### config.mk
export PLATFORM = sky130hd
export DESIGN_NAME = hpb_power_button
export DESIGN_NICKNAME = d
export VERILOG_FILES = /design/src/logic/hpb_ms_tick.v /design/src/logic/hpb_power_button.v
export VERILOG_INCLUDE_DIRS = /design/src /design/src/logic
export SDC_FILE = /design/constraint.sdc
export NUM_CORES = 1
export LEC_CHECK = 0
export BUFFER_PORTS_ARGS = -buffer_cell sky130_fd_sc_hd__buf_2
export CORE_ASPECT_RATIO = 0.75
export CORE_MARGIN = 2
export CORE_UTILIZATION = 50
export CTS_CLUSTER_DIAMETER = 100
export DETAILED_ROUTE_END_ITERATION = 16
export PLACE_DENSITY = 0.73
export SYNTH_ARGS = -nofsm -noshare
export SYNTH_HDL_FRONTEND = slang
export SYNTH_SLANG_ARGS = --single-unit
### constraint.sdc
create_clock -name clock -period 3.3 [get_ports clock]
set_input_delay 0.66 -clock clock [delete_from_list [all_inputs] [get_ports clock]]
set_output_delay 0.66 -clock clock [all_outputs]
set_load 0.005 [all_outputs]
### src/logic/hpb_regs.vh
`ifndef HPB_REGS_VH
`define HPB_REGS_VH
// Notes on behaviour
// - power sense high means host on
// - power drive tri-stated except during actions
// - reset drive tri-stated except during reset
// - check held 0.25 s powers on
// - cancel held 4 s forces off
// - held cancel extends off pulse 5 s
// - check held 4 s resets host 1 s
// - self restart after keypad reset pulse
// - blank display while host is off
// - hold fan settings while host off
// - reset output shared with watchdog
`define HPB_CLK_HZ        25000000
`define HPB_MS_DIV        25000
`define HPB_ON_HOLD_MS    250
`define HPB_OFF_HOLD_MS   4000
`define HPB_RST_HOLD_MS   4000
`define HPB_EXTEND_MS     5000
`define HPB_RST_PULSE_MS  1000
`define HPB_PULSE_DEF_MS  1000
`endif

### src/logic/hpb_ms_tick.v
`timescale 1ns/10ps
`include "hpb_regs.vh"
// divider that makes a one-cycle enable every millisecond
module hpb_ms_tick
#(
   parameter DIV = `HPB_MS_DIV
)
(
   input  wire clock,
   input  wire rst_n,
   output reg  tick
);
   reg [15:0] count;

   // free running; the phase of the first tick is not significant
   always @(posedge clock or negedge rst_n)
   begin
      if (!rst_n)
      begin
         count <= 16'h0000;
         tick  <= 1'b0;
      end
      else if (count == DIV[15:0] - 16'h0001)
      begin
         count <= 16'h0000;
         tick  <= 1'b1;
      end
      else
      begin
         count <= count + 16'h0001;
         tick  <= 1'b0;
      end
   end
endmodule

### src/logic/hpb_power_button.v
`timescale 1ns/10ps
`include "hpb_regs.vh"
// keypad driven power on, hard power off and host reset sequencer
module hpb_power_button
#(
   parameter MS_DIV       = `HPB_MS_DIV,
   parameter ON_HOLD_MS   = `HPB_ON_HOLD_MS,
   parameter OFF_HOLD_MS  = `HPB_OFF_HOLD_MS,
   parameter RST_HOLD_MS  = `HPB_RST_HOLD_MS,
   parameter EXTEND_MS    = `HPB_EXTEND_MS,
   parameter RST_PULSE_MS = `HPB_RST_PULSE_MS
)
(
   input  wire        clock,
   input  wire        rst_n,
   input  wire        power_sense,
   input  wire        key_check,
   input  wire        key_cancel,
   input  wire        enable_power_on,
   input  wire        enable_power_off,
   input  wire        enable_reset,
   input  wire        power_invert,
   input  wire        reset_invert,
   input  wire        blank_when_off,
   input  wire [15:0] pulse_ms,
   input  wire        watchdog_reset,
   input  wire [7:0]  fan_power_in,
   output reg         power_drive_out,
   output reg         power_drive_oe_n,
   output reg         reset_drive_out,
   output reg         reset_drive_oe_n,
   output reg         display_blank,
   output reg  [7:0]  fan_power_out,
   output reg         self_restart
);
   // one-hot sequencer states
   localparam [5:0] ST_IDLE   = 6'h01;
   localparam [5:0] ST_ONHOLD = 6'h02;
   localparam [5:0] ST_OFFHLD = 6'h04;
   localparam [5:0] ST_RSTHLD = 6'h08;
   localparam [5:0] ST_PWRPLS = 6'h10;
   localparam [5:0] ST_RSTPLS = 6'h20;

   wire        ms;
   reg  [5:0]  state;
   // one counter serves every hold and pulse; each state starts it at zero
   reg  [15:0] ms_count;
   reg         hard_off;
   wire [15:0] pulse_min;
   wire        want_on;
   wire        want_off;
   wire        want_rst;
   wire        pwr_min_done;
   wire        pwr_cap_done;

   // true on the tick that completes a span of limit milliseconds
   function span_done;
      input [15:0] count;
      input [15:0] limit;
      begin
         span_done = (count == limit - 16'h0001);
      end
   endfunction

   // a zero pulse setting would release the line on the first tick, so use one ms
   assign pulse_min = (pulse_ms == 16'h0000) ? 16'h0001 : pulse_ms;

   // press decodes; sense low means host off, high means on
   assign want_on  = !power_sense && key_check && enable_power_on;
   assign want_off = power_sense && key_cancel && enable_power_off;
   assign want_rst = power_sense && key_check && enable_reset;

   // entry is always on a tick, so the one extra tick makes the power
   // pulse one millisecond longer than the set width; the cap stays at width plus
   // extension, and settings near the top of the range shorten it
   assign pwr_min_done = (ms_count >= pulse_min);
   assign pwr_cap_done = (ms_count >= pulse_min + EXTEND_MS[15:0] - 16'h0001);

   // one millisecond enable paces every hold and pulse
   hpb_ms_tick #(.DIV(MS_DIV)) u_tick
   (
      .clock (clock),
      .rst_n (rst_n),
      .tick  (ms)
   );

   // hold timing and pulse sequencing
   always @(posedge clock or negedge rst_n)
   begin
      if (!rst_n)
      begin
         state        <= ST_IDLE;
         ms_count     <= 16'h0000;
         hard_off     <= 1'b0;
         self_restart <= 1'b0;
      end
      else
      begin
         self_restart <= 1'b0;
         case (state)
            ST_IDLE:
            begin
               // counter cleared here so each hold starts from zero
               ms_count <= 16'h0000;
               hard_off <= 1'b0;
               // priority: power on, then hard off, then reset
               if (want_on)
                  state <= ST_ONHOLD;
               else if (want_off)
                  state <= ST_OFFHLD;
               else if (want_rst)
                  state <= ST_RSTHLD;
            end
            ST_ONHOLD:
            begin
               // letting go or a change of host state drops the hold
               if (!key_check || power_sense)
                  state <= ST_IDLE;
               else if (ms && span_done(ms_count, ON_HOLD_MS[15:0]))
               begin
                  ms_count <= 16'h0000;
                  state    <= ST_PWRPLS;
               end
               else if (ms)
                  ms_count <= ms_count + 16'h0001;
            end
            ST_OFFHLD:
            begin
               // letting go or a change of host state drops the hold
               if (!key_cancel || !power_sense)
                  state <= ST_IDLE;
               else if (ms && span_done(ms_count, OFF_HOLD_MS[15:0]))
               begin
                  ms_count <= 16'h0000;
                  hard_off <= 1'b1;
                  state    <= ST_PWRPLS;
               end
               else if (ms)
                  ms_count <= ms_count + 16'h0001;
            end
            ST_RSTHLD:
            begin
               // letting go or a change of host state drops the hold
               if (!key_check || !power_sense)
                  state <= ST_IDLE;
               else if (ms && span_done(ms_count, RST_HOLD_MS[15:0]))
               begin
                  ms_count <= 16'h0000;
                  state    <= ST_RSTPLS;
               end
               else if (ms)
                  ms_count <= ms_count + 16'h0001;
            end
            ST_PWRPLS:
            begin
               // hard off keeps driving while cancel held, capped
               if (ms && pwr_min_done &&
                   (!hard_off || !key_cancel || pwr_cap_done))
               begin
                  ms_count <= 16'h0000;
                  state    <= ST_IDLE;
               end
               else if (ms)
                  ms_count <= ms_count + 16'h0001;
            end
            ST_RSTPLS:
            begin
               // restart request rides the last edge; the line frees one cycle later
               if (ms && span_done(ms_count, RST_PULSE_MS[15:0]))
               begin
                  ms_count     <= 16'h0000;
                  self_restart <= 1'b1;
                  state        <= ST_IDLE;
               end
               else if (ms)
                  ms_count <= ms_count + 16'h0001;
            end
            default:
               state <= ST_IDLE;
         endcase
      end
   end

   // pin drivers: released unless a pulse is in progress or, for reset, the watchdog holds reset
   always @(posedge clock or negedge rst_n)
   begin
      if (!rst_n)
      begin
         power_drive_oe_n <= 1'b1;
         power_drive_out  <= 1'b0;
         reset_drive_oe_n <= 1'b1;
         reset_drive_out  <= 1'b0;
      end
      else
      begin
         // power pulse is masked while the watchdog holds reset; its timer keeps running, so the pulse is cut short rather than delayed
         power_drive_oe_n <= ~((state == ST_PWRPLS) && !watchdog_reset);
         power_drive_out  <= ~power_invert;
         // a watchdog reset merges with a keypad reset rather than queueing
         // keypad and watchdog share one reset line
         reset_drive_oe_n <= ~((state == ST_RSTPLS) || watchdog_reset);
         reset_drive_out  <= ~reset_invert;
      end
   end

   // display blank and fan hold while the host is off
   always @(posedge clock or negedge rst_n)
   begin
      if (!rst_n)
      begin
         display_blank <= 1'b0;
         fan_power_out <= 8'h00;
      end
      else
      begin
         display_blank <= blank_when_off && !power_sense;
         // frozen rather than cleared, so fans on a live supply keep running
         if (power_sense)
            fan_power_out <= fan_power_in; // frozen while off
      end
   end
endmodule

==> impl_metrics.py, run 1 <==
metrics = {
    "sta": {
        "fin_skew_ns": 0.008061,
        "finalHoldViolCount": 0,
        "fin_crit_ns": 4.065,
        "setup_tns_ns": -14.04,
        "finalSetupViolations": 20,
        "rsz0062_at_grt": "true",
        "fmax_ghz": 0.2460,
        "period_share_pct": 123.2,
        "slew_violations": 0,
        "setup_ws_ns": -0.7650,
        "hold_slack_ns": 0.4647,
        "relSlewSlack_pct": 30.16,
        "worstMarginPinSlew_ns": 1.048,
    },
    "die": {
        "rows": 27,
        "die_y_um": 80.84,
        "chipWidth_um": 106.5,
        "dieArea_mm2": 0.008606,
        "initial_core_util_pct": 52.49,
        "core-area_mm2": 0.007500,
        "io_pins": 50,
    },
    "clock_tree": {
        "cts.sinks": 54,
        "cts_made_buffers": 5,
        "clk_latency_ns": 0.31,
        "clockBufferDepth": 2,
        "clkTransAtPathRegs_ns": 0.10,
        "cts_root_buffer": "clkbuf_8",
        "cts_hold_buf": 0,
        "htreeDepth": 2,
        "tritoncts": "built",
    },
    "yosys": {
        "synth.avg_cell_area_um2": 9.028,
        "yosysUniqueCellTypes": 64,
        "synth_edf_count": 0,
        "ys_top_cells_by_area": "dfrtp_1, ha_1, nand2_1, xnor2_1, nor2_1",
        "ys_async_sr_fraction_pct": 100.0,
        "synth_seq_area_share_pct": 34.42,
        "yosys.area.top_type": "dfrtp_1",
        "yosysWarnings": 0,
        "synth_cells": 436,
        "ys_seq_elements": 54,
        "syn_area_mm2": 0.003936,
        "synth_nets": 508,
        "synth_top_area_share_pct": 32.42,
        "ys.flop_type": "dfrtp_1",
    },
    "critical_path": {
        "critPathCaptureType": "register",
        "worstPathRequired_ns": 3.52,
        "crit_top_cell": "buf_6",
        "crit_family": "simple AND/OR/NAND/NOR gates",
        "crit_chain": "buf_6, nor4_4, nand4_1, nor4_2, nor2_1, ha_2, nand2b_1, nor3b_4, nor2b_2, nor3_2, o21ai_1, xnor2_1, ha_1, and4_1, and3_4, a2111o_1, o21ai_4, buf_6, o31ai_2, o22ai_1",
        "cp-start-kind": "primary input",
        "path_class": "primary input to register",
        "cp_max_fo": 7,
        "cp_slowest_cell": "a2111o_1",
        "arrival_ns": 4.29,
        "path_buf_inv": 2,
        "slowest_delay_ns": 0.40,
    },
    "layout": {
        "nets": 598,
        "layout.cells.non_filler": 628,
        "final_area_mm2": 0.004898,
        "register_area_mm2": 0.001355,
        "diodes": 0,
        "drive_gt1_share_pct": 29.22,
        "syn_to_final_growth_pct": 24.44,
        "multi_input_area_mm2": 0.002585,
        "n_fill_cell": 637,
    },
    "pwr": {
        "irDropWorstVdd_uv": 216.4,
        "leakage_nw": 2.313,
        "power_frac_clock_pct": 21.4,
        "seqPwrFrac_pct": 42.2,
        "power.internal_mw": 1.155,
        "power_switching_mw": 0.6561,
        "comb_power_share_pct": 36.4,
        "power.density_mw_per_mm2": 369.7,
        "swShare_pct": 36.22,
    },
    "route": {
        "firstDrtPassIters": 5,
        "routedWlPerCell_um": 15.97,
        "wl_mm": 10.03,
        "drt_first_iter_violations": 172,
        "vias_per_cell": 5.775,
        "drcViolationCount": 0,
        "vias": 3627,
        "ant_nets": 0,
    },
    "placed_design": {
        "numPortBuffers": 49,
        "dp.cells": 605,
        "post-dp-hpwl_mm": 7.672,
        "pre_cts_slack_ns": -1.153,
        "place_area_mm2": 0.004603,
        "gp_congestion": 0.9367,
    },
    "grt": {
        "grt_overflow_total": 0,
        "use_met2_pct": 39.94,
        "grt_first_pass_wirelength_mm": 16.78,
        "track_usage_pct": 24.38,
        "grt_max_degree": 48,
        "antenna_found_initial": 0,
        "use_met1_pct": 33.54,
        "grt_pass1_vias": 3576,
        "grt.busiest_layer": "met2",
        "use_met3_pct": 5.217,
    },
    "status": {
        "status": "finished with violations",
        "violations": "negative setup slack",
    },
    "hold_path": {
        "min_path_type": "primary input to register",
    },
    "run": {
        "max-cap-violations": 0,
    },
}
==> registers in the layout, summed over array words and instances, names as in the netlist <==
signal,cells
state,6
power_drive_out,1
self_restart,1
ms_count,16
reset_drive_out,1
u_tick.tick,1
u_tick.count,16
reset_drive_oe_n,1
display_blank,1
hard_off,1
power_drive_oe_n,1
fan_power_out,8
==> what timing repair did <==
action,CTS,global route
gates cloned,0,0
endpoints found under the setup margin,20,20
endpoints found under the hold margin,0,0
setup buffers,12,3
gates resized for setup,13,3
pin swaps,9,6
==> kinds of logic after synthesis <==
| family | Yosys count | share of synthesized area (%) |
|---|---|---|
| AND/OR/NAND/NOR | 189 | 25.72 |
| AO/OA/AOI/OAI | 83 | 15.45 |
| flip-flops | 54 | 34.42 |
| buffers and inverters | 37 | 4.037 |
| adder cells (fa/ha/maj) | 36 | 11.44 |
| XOR/XNOR | 27 | 6.008 |
| multiplexers | 10 | 2.924 |
==> path summary, 6_finish.rpt <==
| path | slack, ns | endpoint | depth (start not counted) | from |
|---|---|---|---|---|
| setup / recovery | -0.76 | ms_count[1] | 20 | pulse_ms[4] |
| hold / removal | 0.46 | reset_drive_oe_n | 2 | watchdog_reset |
| setup reg to reg | 0.69 | ms_count[1] | 8 | ms_count[2] |
| hold reg to reg | 0.48 | u_tick.count[15] | 1 | u_tick.count[15] |
| max in group asynchronous | 2.06 | u_tick.count[13] | 2 | rst_n |
| min in group asynchronous | 0.53 | state[3] | 1 | rst_n |
==> cell usage after synthesis (10+ instances only) <==
| master | number |
|---|---|
| nand3_1 | 14 |
| nor3_1 | 13 |
| nor2_1 | 35 |
| nand4_1 | 13 |
| o21ai_0 | 13 |
| inv_1 | 23 |
| xnor2_1 | 21 |
| nand2_1 | 55 |
| dfrtp_1 | 51 |
| ha_1 | 36 |
| a21oi_1 | 11 |
| nor2b_1 | 10 |
==> power by group through the flow <==
stage	registers [mW]	clock network, mW	logic [mW]
2_1_floorplan	0.734	0	0.471
3_3_place_gp	0.774	0	0.599
3_5_place_dp	0.778	0	0.627
4_1_cts	0.765	0.396	0.654
5_1_grt	0.774	0.427	0.718
6_report	0.765	0.387	0.659
==> per-layer routing <==
layer / wire length [um] / up-vias
li1: - / 1775
met1: 4630 / 1731
met2: 4682 / 103
met3: 547 / 18
met4: 166 / 0
met5: 0 / -
==> area by class of cell <==
cell class              count  share of cell area, %
multi-input cells         345                  52.77
clock inverters             2                 0.2554
repair buffers             97                  13.28
well taps                 101                  2.580
inverters                  23                  1.762
clock buffers               6                  1.686
flip-flops and latches     54                  27.66
==> layout by cell type, fill, tap and decap left out, types with 3 or more instances in the layout <==
master,synthesis,layout
nor3b_1,4,3
nand4_1,13,13
nand3_1,14,14
buf_6,1,4
nor2b_1,10,9
nor4_2,2,3
and4_1,4,4
o21ai_1,2,4
dfstp_2,3,3
nand3b_1,3,3
nor3_1,13,10
nand2_1,55,55
dfrtp_1,51,51
o21a_1,3,3
buf_2,4,47
a21oi_1,11,11
buf_4,2,44
a21o_1,4,4
clkbuf_8,0,6
and3_1,5,4
o21ai_0,13,11
ha_1,36,35
and2_1,6,6
xnor2_1,21,21
or2_2,3,3
inv_1,23,23
nor3_2,2,3
nor2_1,35,35
a31oi_1,5,5
mux2_2,8,8
nor4_4,2,3
o31ai_1,6,5
o211ai_1,6,6
xor2_1,6,6
o32ai_2,0,8
nor4_1,7,5
==> metrics by stage <==
stage / power, mW / util, %
4_1_cts: 1.815 / 64.80
2_1_floorplan: 1.205 / -
5_1_grt: 1.920 / 65.32
6_report: 1.811 / 65.32
3_5_place_dp: 1.405 / 61.38
3_3_place_gp: 1.373 / 61.38
No activity file was read; power rests on OpenSTA's default activity.
==> run 2, diff against run 1 <==
- RECOVER_POWER: not set -> 50
==> run 2 against run 1 <==
  * The run ends with max-capacitance violations, max-slew violations, negative setup slack left
  * Via count up 0.80%
  * Flip-flop and latch count unchanged
  * Combinational power about the same
  * Global-route usage unchanged
  * Fmax about the same
  * Non-clock buffer count unchanged
  * Clock power about the same
  * Count of clock-buffer cells in the layout unchanged
  * Total power about the same
  * Die area unchanged
  * Sequential share of layout area about the same
==> impl_metrics.py, run 2 (synthesized netlist as in run 1, its figures left out) <==
metrics = {
    "route": {
        "routedWlPerCell_um": 15.97,
        "wl_mm": 10.03,
        "ant_nets": 0,
        "firstDrtPassIters": 4,
        "vias_per_cell": 5.822,
        "drcViolationCount": 0,
        "drt_first_iter_violations": 172,
        "vias": 3656,
    },
    "sta": {
        "slew_violations": 48,
        "rsz0062_at_grt": "true",
        "fmax_ghz": 0.2459,
        "relSlewSlack_pct": -66.23,
        "worstMarginPinSlew_ns": 2.493,
        "finalHoldViolCount": 0,
        "finalSetupViolations": 20,
        "fin_skew_ns": 0.008826,
        "period_share_pct": 123.2,
        "setup_tns_ns": -14.03,
        "fin_crit_ns": 4.066,
        "setup_ws_ns": -0.7664,
        "hold_slack_ns": 0.4635,
    },
    "status": {
        "status": "finished with violations",
        "violations": "max-capacitance violations, max-slew violations, negative setup slack",
    },
    "grt": {
        "grt_overflow_total": 0,
        "track_usage_pct": 24.38,
        "grt_first_pass_wirelength_mm": 16.78,
        "grt_pass1_vias": 3576,
        "antenna_found_initial": 0,
        "grt_max_degree": 48,
    },
    "critical_path": {
        "critPathCaptureType": "register",
        "path_buf_inv": 2,
        "cp_slowest_cell": "a2111o_1",
        "r2r_start": "ms_count[2]",
        "crit_chain": "buf_6, nor4_4, nand4_1, nor4_2, nor2_1, ha_2, nand2b_1, nor3b_4, nor2b_2, nor3_2, o21ai_1, xnor2_1, ha_1, and4_1, and3_4, a2111o_1, o21ai_4, buf_6, o31ai_2, o22ai_1",
        "reg2reg_slack_ns": 0.68,
        "worstPathRequired_ns": 3.52,
        "crit_family": "simple AND/OR/NAND/NOR gates",
        "cp-start-kind": "primary input",
        "crit_top_cell": "buf_6",
        "slowest_delay_ns": 0.40,
        "arrival_ns": 4.29,
        "path_class": "primary input to register",
        "cp_max_fo": 7,
        "critPathLaunch": "pulse_ms[4]",
    },
    "hold_path": {
        "min_path_type": "primary input to register",
        "hold_start": "watchdog_reset",
    },
    "die": {
        "core-area_mm2": 0.007500,
        "initial_core_util_pct": 52.49,
        "chipWidth_um": 106.5,
        "dieArea_mm2": 0.008606,
        "rows": 27,
        "io_pins": 50,
        "die_y_um": 80.84,
    },
    "layout": {
        "reg_top3": "ms_count (16), u_tick.count (16), fan_power_out (8)",
        "diodes": 0,
        "final_common_cell": "nand2_1",
        "layout.cells.non_filler": 628,
        "final_area_mm2": 0.004896,
        "mostFrequentLayoutCells": "nand2_1, dfrtp_1, buf_2",
        "nets": 598,
        "n_fill_cell": 636,
        "syn_to_final_growth_pct": 24.38,
        "utilization_pct": 65.28,
        "drive_gt1_share_pct": 28.84,
    },
    "run": {
        "max-cap-violations": 1,
    },
    "clock_tree": {
        "clockBufferDepth": 2,
        "cts.sinks": 54,
        "cts_made_buffers": 5,
        "cts_root_buffer": "clkbuf_8",
        "htreeDepth": 2,
        "clkTransAtPathRegs_ns": 0.10,
        "tritoncts": "built",
        "clk_latency_ns": 0.31,
    },
    "pwr": {
        "power.density_mw_per_mm2": 369.7,
        "leakage_nw": 2.307,
        "irDropWorstVdd_uv": 216.3,
    },
    "placed_design": {
        "numPortBuffers": 49,
        "dp.cells": 605,
        "post-dp-hpwl_mm": 7.672,
        "place_area_mm2": 0.004603,
        "gp_congestion": 0.9367,
    },
}
## run 2: cell types whose count changed in the layout (fill, tap and decap cells not counted)
cell,before,now
clkbuf_1,0,2
and2_0,0,1
and2_1,6,5
buf_2,47,45
## run 2: stage by stage
stage / setup slack, ns / power [mW]
6_report: -0.7664 / 1.810
5_1_grt: -0.9735 / 1.920
4_1_cts: -0.6677 / 1.815
3_5_place_dp: -1.153 / 1.405
3_3_place_gp: -0.8934 / 1.373
2_1_floorplan: -0.6803 / 1.205
## run 2: cell type report
type,instances,area [um2],share of cell area (%)
timing repair buffer,97,648.1,13.24
clock buffer,6,82.58,1.687
sequential,54,1355,27.68
clock inverter,2,12.51,0.2556
multi-input combinational,345,2585,52.80
inverter,23,86.33,1.763
tap,101,126.4,2.581
## run 2: what timing repair did
item                                    in CTS  in global routing
gates cloned                                 0                  0
hold buffers                                 0                  0
pin swaps                                    9                  6
resized for setup                           13                  3
setup buffers                               12                  3
endpoints found under the setup margin      20                 20
## run 2: worst paths after layout
path	endpoint	cells past startpoint
max	ms_count[1]	20
min	reset_drive_oe_n	2
max reg2reg	ms_count[1]	8
min reg2reg	u_tick.count[15]	1
max in group asynchronous	ms_count[1]	1
min in group asynchronous	state[3]	1
## run 2: layer usage
layer | vias to the layer above | wire length, um | track usage, % | share of wire (%)
met5 | - | 0 | 0 | 0
met4 | 0 | 198 | 5.584 | 2.0
met3 | 23 | 612 | 5.217 | 6.1
met2 | 112 | 4642 | 39.94 | 46
met1 | 1749 | 4574 | 33.54 | 46
li1 | 1772 | - | - | -
## run 2: where the power goes
part           internal, mW  leakage (nW)  switching (mW)
Sequential            0.702         0.704          0.0635
Clock                 0.169        0.0472           0.218
Combinational         0.284          1.56           0.374
Total                  1.15          2.31           0.655
==> run 3, diff against run 2 <==
==> constraint.sdc (replaced) <==
create_clock -name clock -period 3.3 [get_ports clock]
set_input_delay 0.495 -clock clock [delete_from_list [all_inputs] [get_ports clock]]
set_output_delay 0.495 -clock clock [all_outputs]
set_load 0.005 [all_outputs]
==> run 3 against run 2 <==
  * The run ends with negative setup slack left
  * Combinational power decreased by 2%
  * Global-route usage shrank 0.76 points
  * Critical path type unchanged
  * Final cell count shrank 1.3%
  * Die area did not move
  * Cell area decreased by 1.0%
  * Count of clock-buffer cells in the layout decreased by 1
  * Core utilization down 0.65 points
  * Sequential share of layout area grew 0.28 points
  * Worst hold slack lost 0.16 ns
  * Via count fell by 2.3%
  * Register-to-register slack improved by 0.06 ns
==> impl_metrics.py, run 3 (synthesized netlist as in run 1, its figures left out) <==
metrics = {
    "route": {
        "routedWlPerCell_um": 15.77,
        "drcViolationCount": 0,
        "ant_nets": 0,
        "drt_first_iter_violations": 243,
        "vias": 3571,
        "vias_per_cell": 5.760,
        "wl_mm": 9.779,
        "firstDrtPassIters": 4,
    },
    "layout": {
        "syn_to_final_growth_pct": 23.14,
        "mostFrequentLayoutCells": "nand2_1, dfrtp_1, buf_2",
        "nets": 590,
        "final_common_cell": "nand2_1",
        "reg_top3": "ms_count (16), u_tick.count (16), fan_power_out (8)",
        "diodes": 0,
        "layout.cells.non_filler": 620,
        "drive_gt1_share_pct": 27.75,
    },
    "sta": {
        "relSlewSlack_pct": 19.07,
        "slew_violations": 0,
        "rsz0062_at_grt": "true",
        "fin_crit_ns": 3.851,
        "finalSetupViolations": 20,
        "fmax_ghz": 0.2597,
        "fin_skew_ns": 0.01471,
        "setup_ws_ns": -0.5513,
        "hold_slack_ns": 0.3029,
        "worstMarginPinSlew_ns": 1.214,
        "finalHoldViolCount": 0,
        "period_share_pct": 116.7,
    },
    "critical_path": {
        "worstPathRequired_ns": 3.49,
        "crit_top_cell": "nor3_2",
        "cp_slowest_cell": "a2111o_1",
        "path_class": "primary input to register",
        "crit_chain": "buf_8, nor4_4, nand4_1, nor4_2, nor2_1, ha_2, nand2b_1, nor3b_4, nor2b_2, nor3_2, o21ai_1, xnor2_1, ha_1, and4_1, and3_4, a2111o_1, o21ai_4, nor3_2, mux2_4",
        "arrival_ns": 4.04,
        "cp-start-kind": "primary input",
        "cp_max_fo": 5,
        "slowest_delay_ns": 0.41,
        "critPathCaptureType": "register",
    },
    "pwr": {
        "power.density_mw_per_mm2": 386.1,
        "irDropWorstVdd_uv": 298.8,
        "power_switching_mw": 0.6622,
        "swShare_pct": 35.38,
        "power.internal_mw": 1.209,
        "leakage_nw": 2.270,
        "comb_power_share_pct": 34.3,
        "power.total_mw": 1.872,
        "power_frac_clock_pct": 24.8,
        "seqPwrFrac_pct": 40.9,
    },
    "grt": {
        "grt_overflow_total": 0,
        "antenna_found_initial": 0,
        "grt_pass1_vias": 3423,
        "track_usage_pct": 23.62,
        "grt_max_degree": 34,
        "grt_first_pass_wirelength_mm": 16.33,
    },
    "placed_design": {
        "post-dp-hpwl_mm": 7.545,
        "gp_congestion": 0.9436,
        "dp.cells": 604,
        "numPortBuffers": 49,
    },
    "clock_tree": {
        "cts_hold_buf": 0,
        "cts_made_buffers": 5,
        "clk_latency_ns": 0.31,
        "cts_root_buffer": "clkbuf_8",
        "htreeDepth": 2,
        "clockBufferDepth": 2,
        "tritoncts": "built",
        "clkTransAtPathRegs_ns": 0.11,
        "cts.sinks": 54,
    },
    "run": {
        "max-cap-violations": 0,
    },
    "die": {
        "rows": 27,
        "dieArea_mm2": 0.008606,
        "die_y_um": 80.84,
        "initial_core_util_pct": 52.49,
        "io_pins": 50,
        "chipWidth_um": 106.5,
        "core-area_mm2": 0.007500,
    },
    "hold_path": {
        "min_path_type": "primary input to register",
    },
    "status": {
        "status": "finished with violations",
        "violations": "negative setup slack",
    },
}
run 3: layout make-up:
cell class,count,area (um2)
timing repair buffer,89,580.6
clock buffer,5,68.82
tap,101,126.4
multi-input combinational,345,2582
clock inverter,3,47.55
inverter,23,86.33
fill,620,2653
sequential,54,1355
run 3: path summary, 6_finish.rpt:
check	cells after the start	to	slack, ns	startpoint
max	19	state[3]	-0.55	pulse_ms[4]
min	2	reset_drive_oe_n	0.30	watchdog_reset
max reg2reg	6	state[3]	0.74	ms_count[12]
min reg2reg	1	u_tick.count[0]	0.47	u_tick.count[0]
max in group asynchronous	2	u_tick.count[13]	1.46	rst_n
min in group asynchronous	1	fan_power_out[3]	0.41	rst_n
run 3: metal layers:
metal	vias up	share of wire, %	global-route usage [%]
met3	21	5.6	3.692
li1	1757	-	-
met1	1690	47	33.95
met5	-	0	0
met2	103	45	37.69
met4	0	1.8	5.844
run 3: through the flow:
stage | instance area (um2) | worst slack (ns) | utilization, % | setup TNS, ns
after detailed placement | 4596 | -0.9170 | 61.28 | -16.58
after floorplan | 4050 | -0.5153 | - | -7.616
after CTS | 4808 | -0.4884 | 64.11 | -8.489
final | 4847 | -0.5513 | 64.63 | -9.557
after global routing | 4847 | -0.8141 | 64.63 | -15.17
after global placement | 4596 | -0.7531 | 61.28 | -13.61
run 3: power groups by stage:
stage                     combinational (mW)  sequential (mW)  clock (mW)
final                                  0.643            0.765       0.464
after CTS                              0.628            0.764       0.470
after floorplan                        0.471            0.734           0
after global routing                   0.704            0.774       0.498
after detailed placement               0.615            0.777           0
after global placement                 0.601            0.774           0
run 3: worst max-delay path: cells and delay by family:
| kind | cells | cell delay [ns] |
|---|---|---|
| compound gates | 3 | 0.72 |
| simple gates | 11 | 1.77 |
| buf+inv | 1 | 0.10 |
| xor+xnor | 1 | 0.13 |
| fa+ha+maj | 2 | 0.49 |
| mux | 1 | 0.30 |
run 3: repair_timing:
item | in CTS | in global routing
cloned | 0 | 0
resized for setup | 12 | 4
setup endpoints to repair | 20 | 20
setup buffers | 5 | 3
pin swaps | 1 | 4
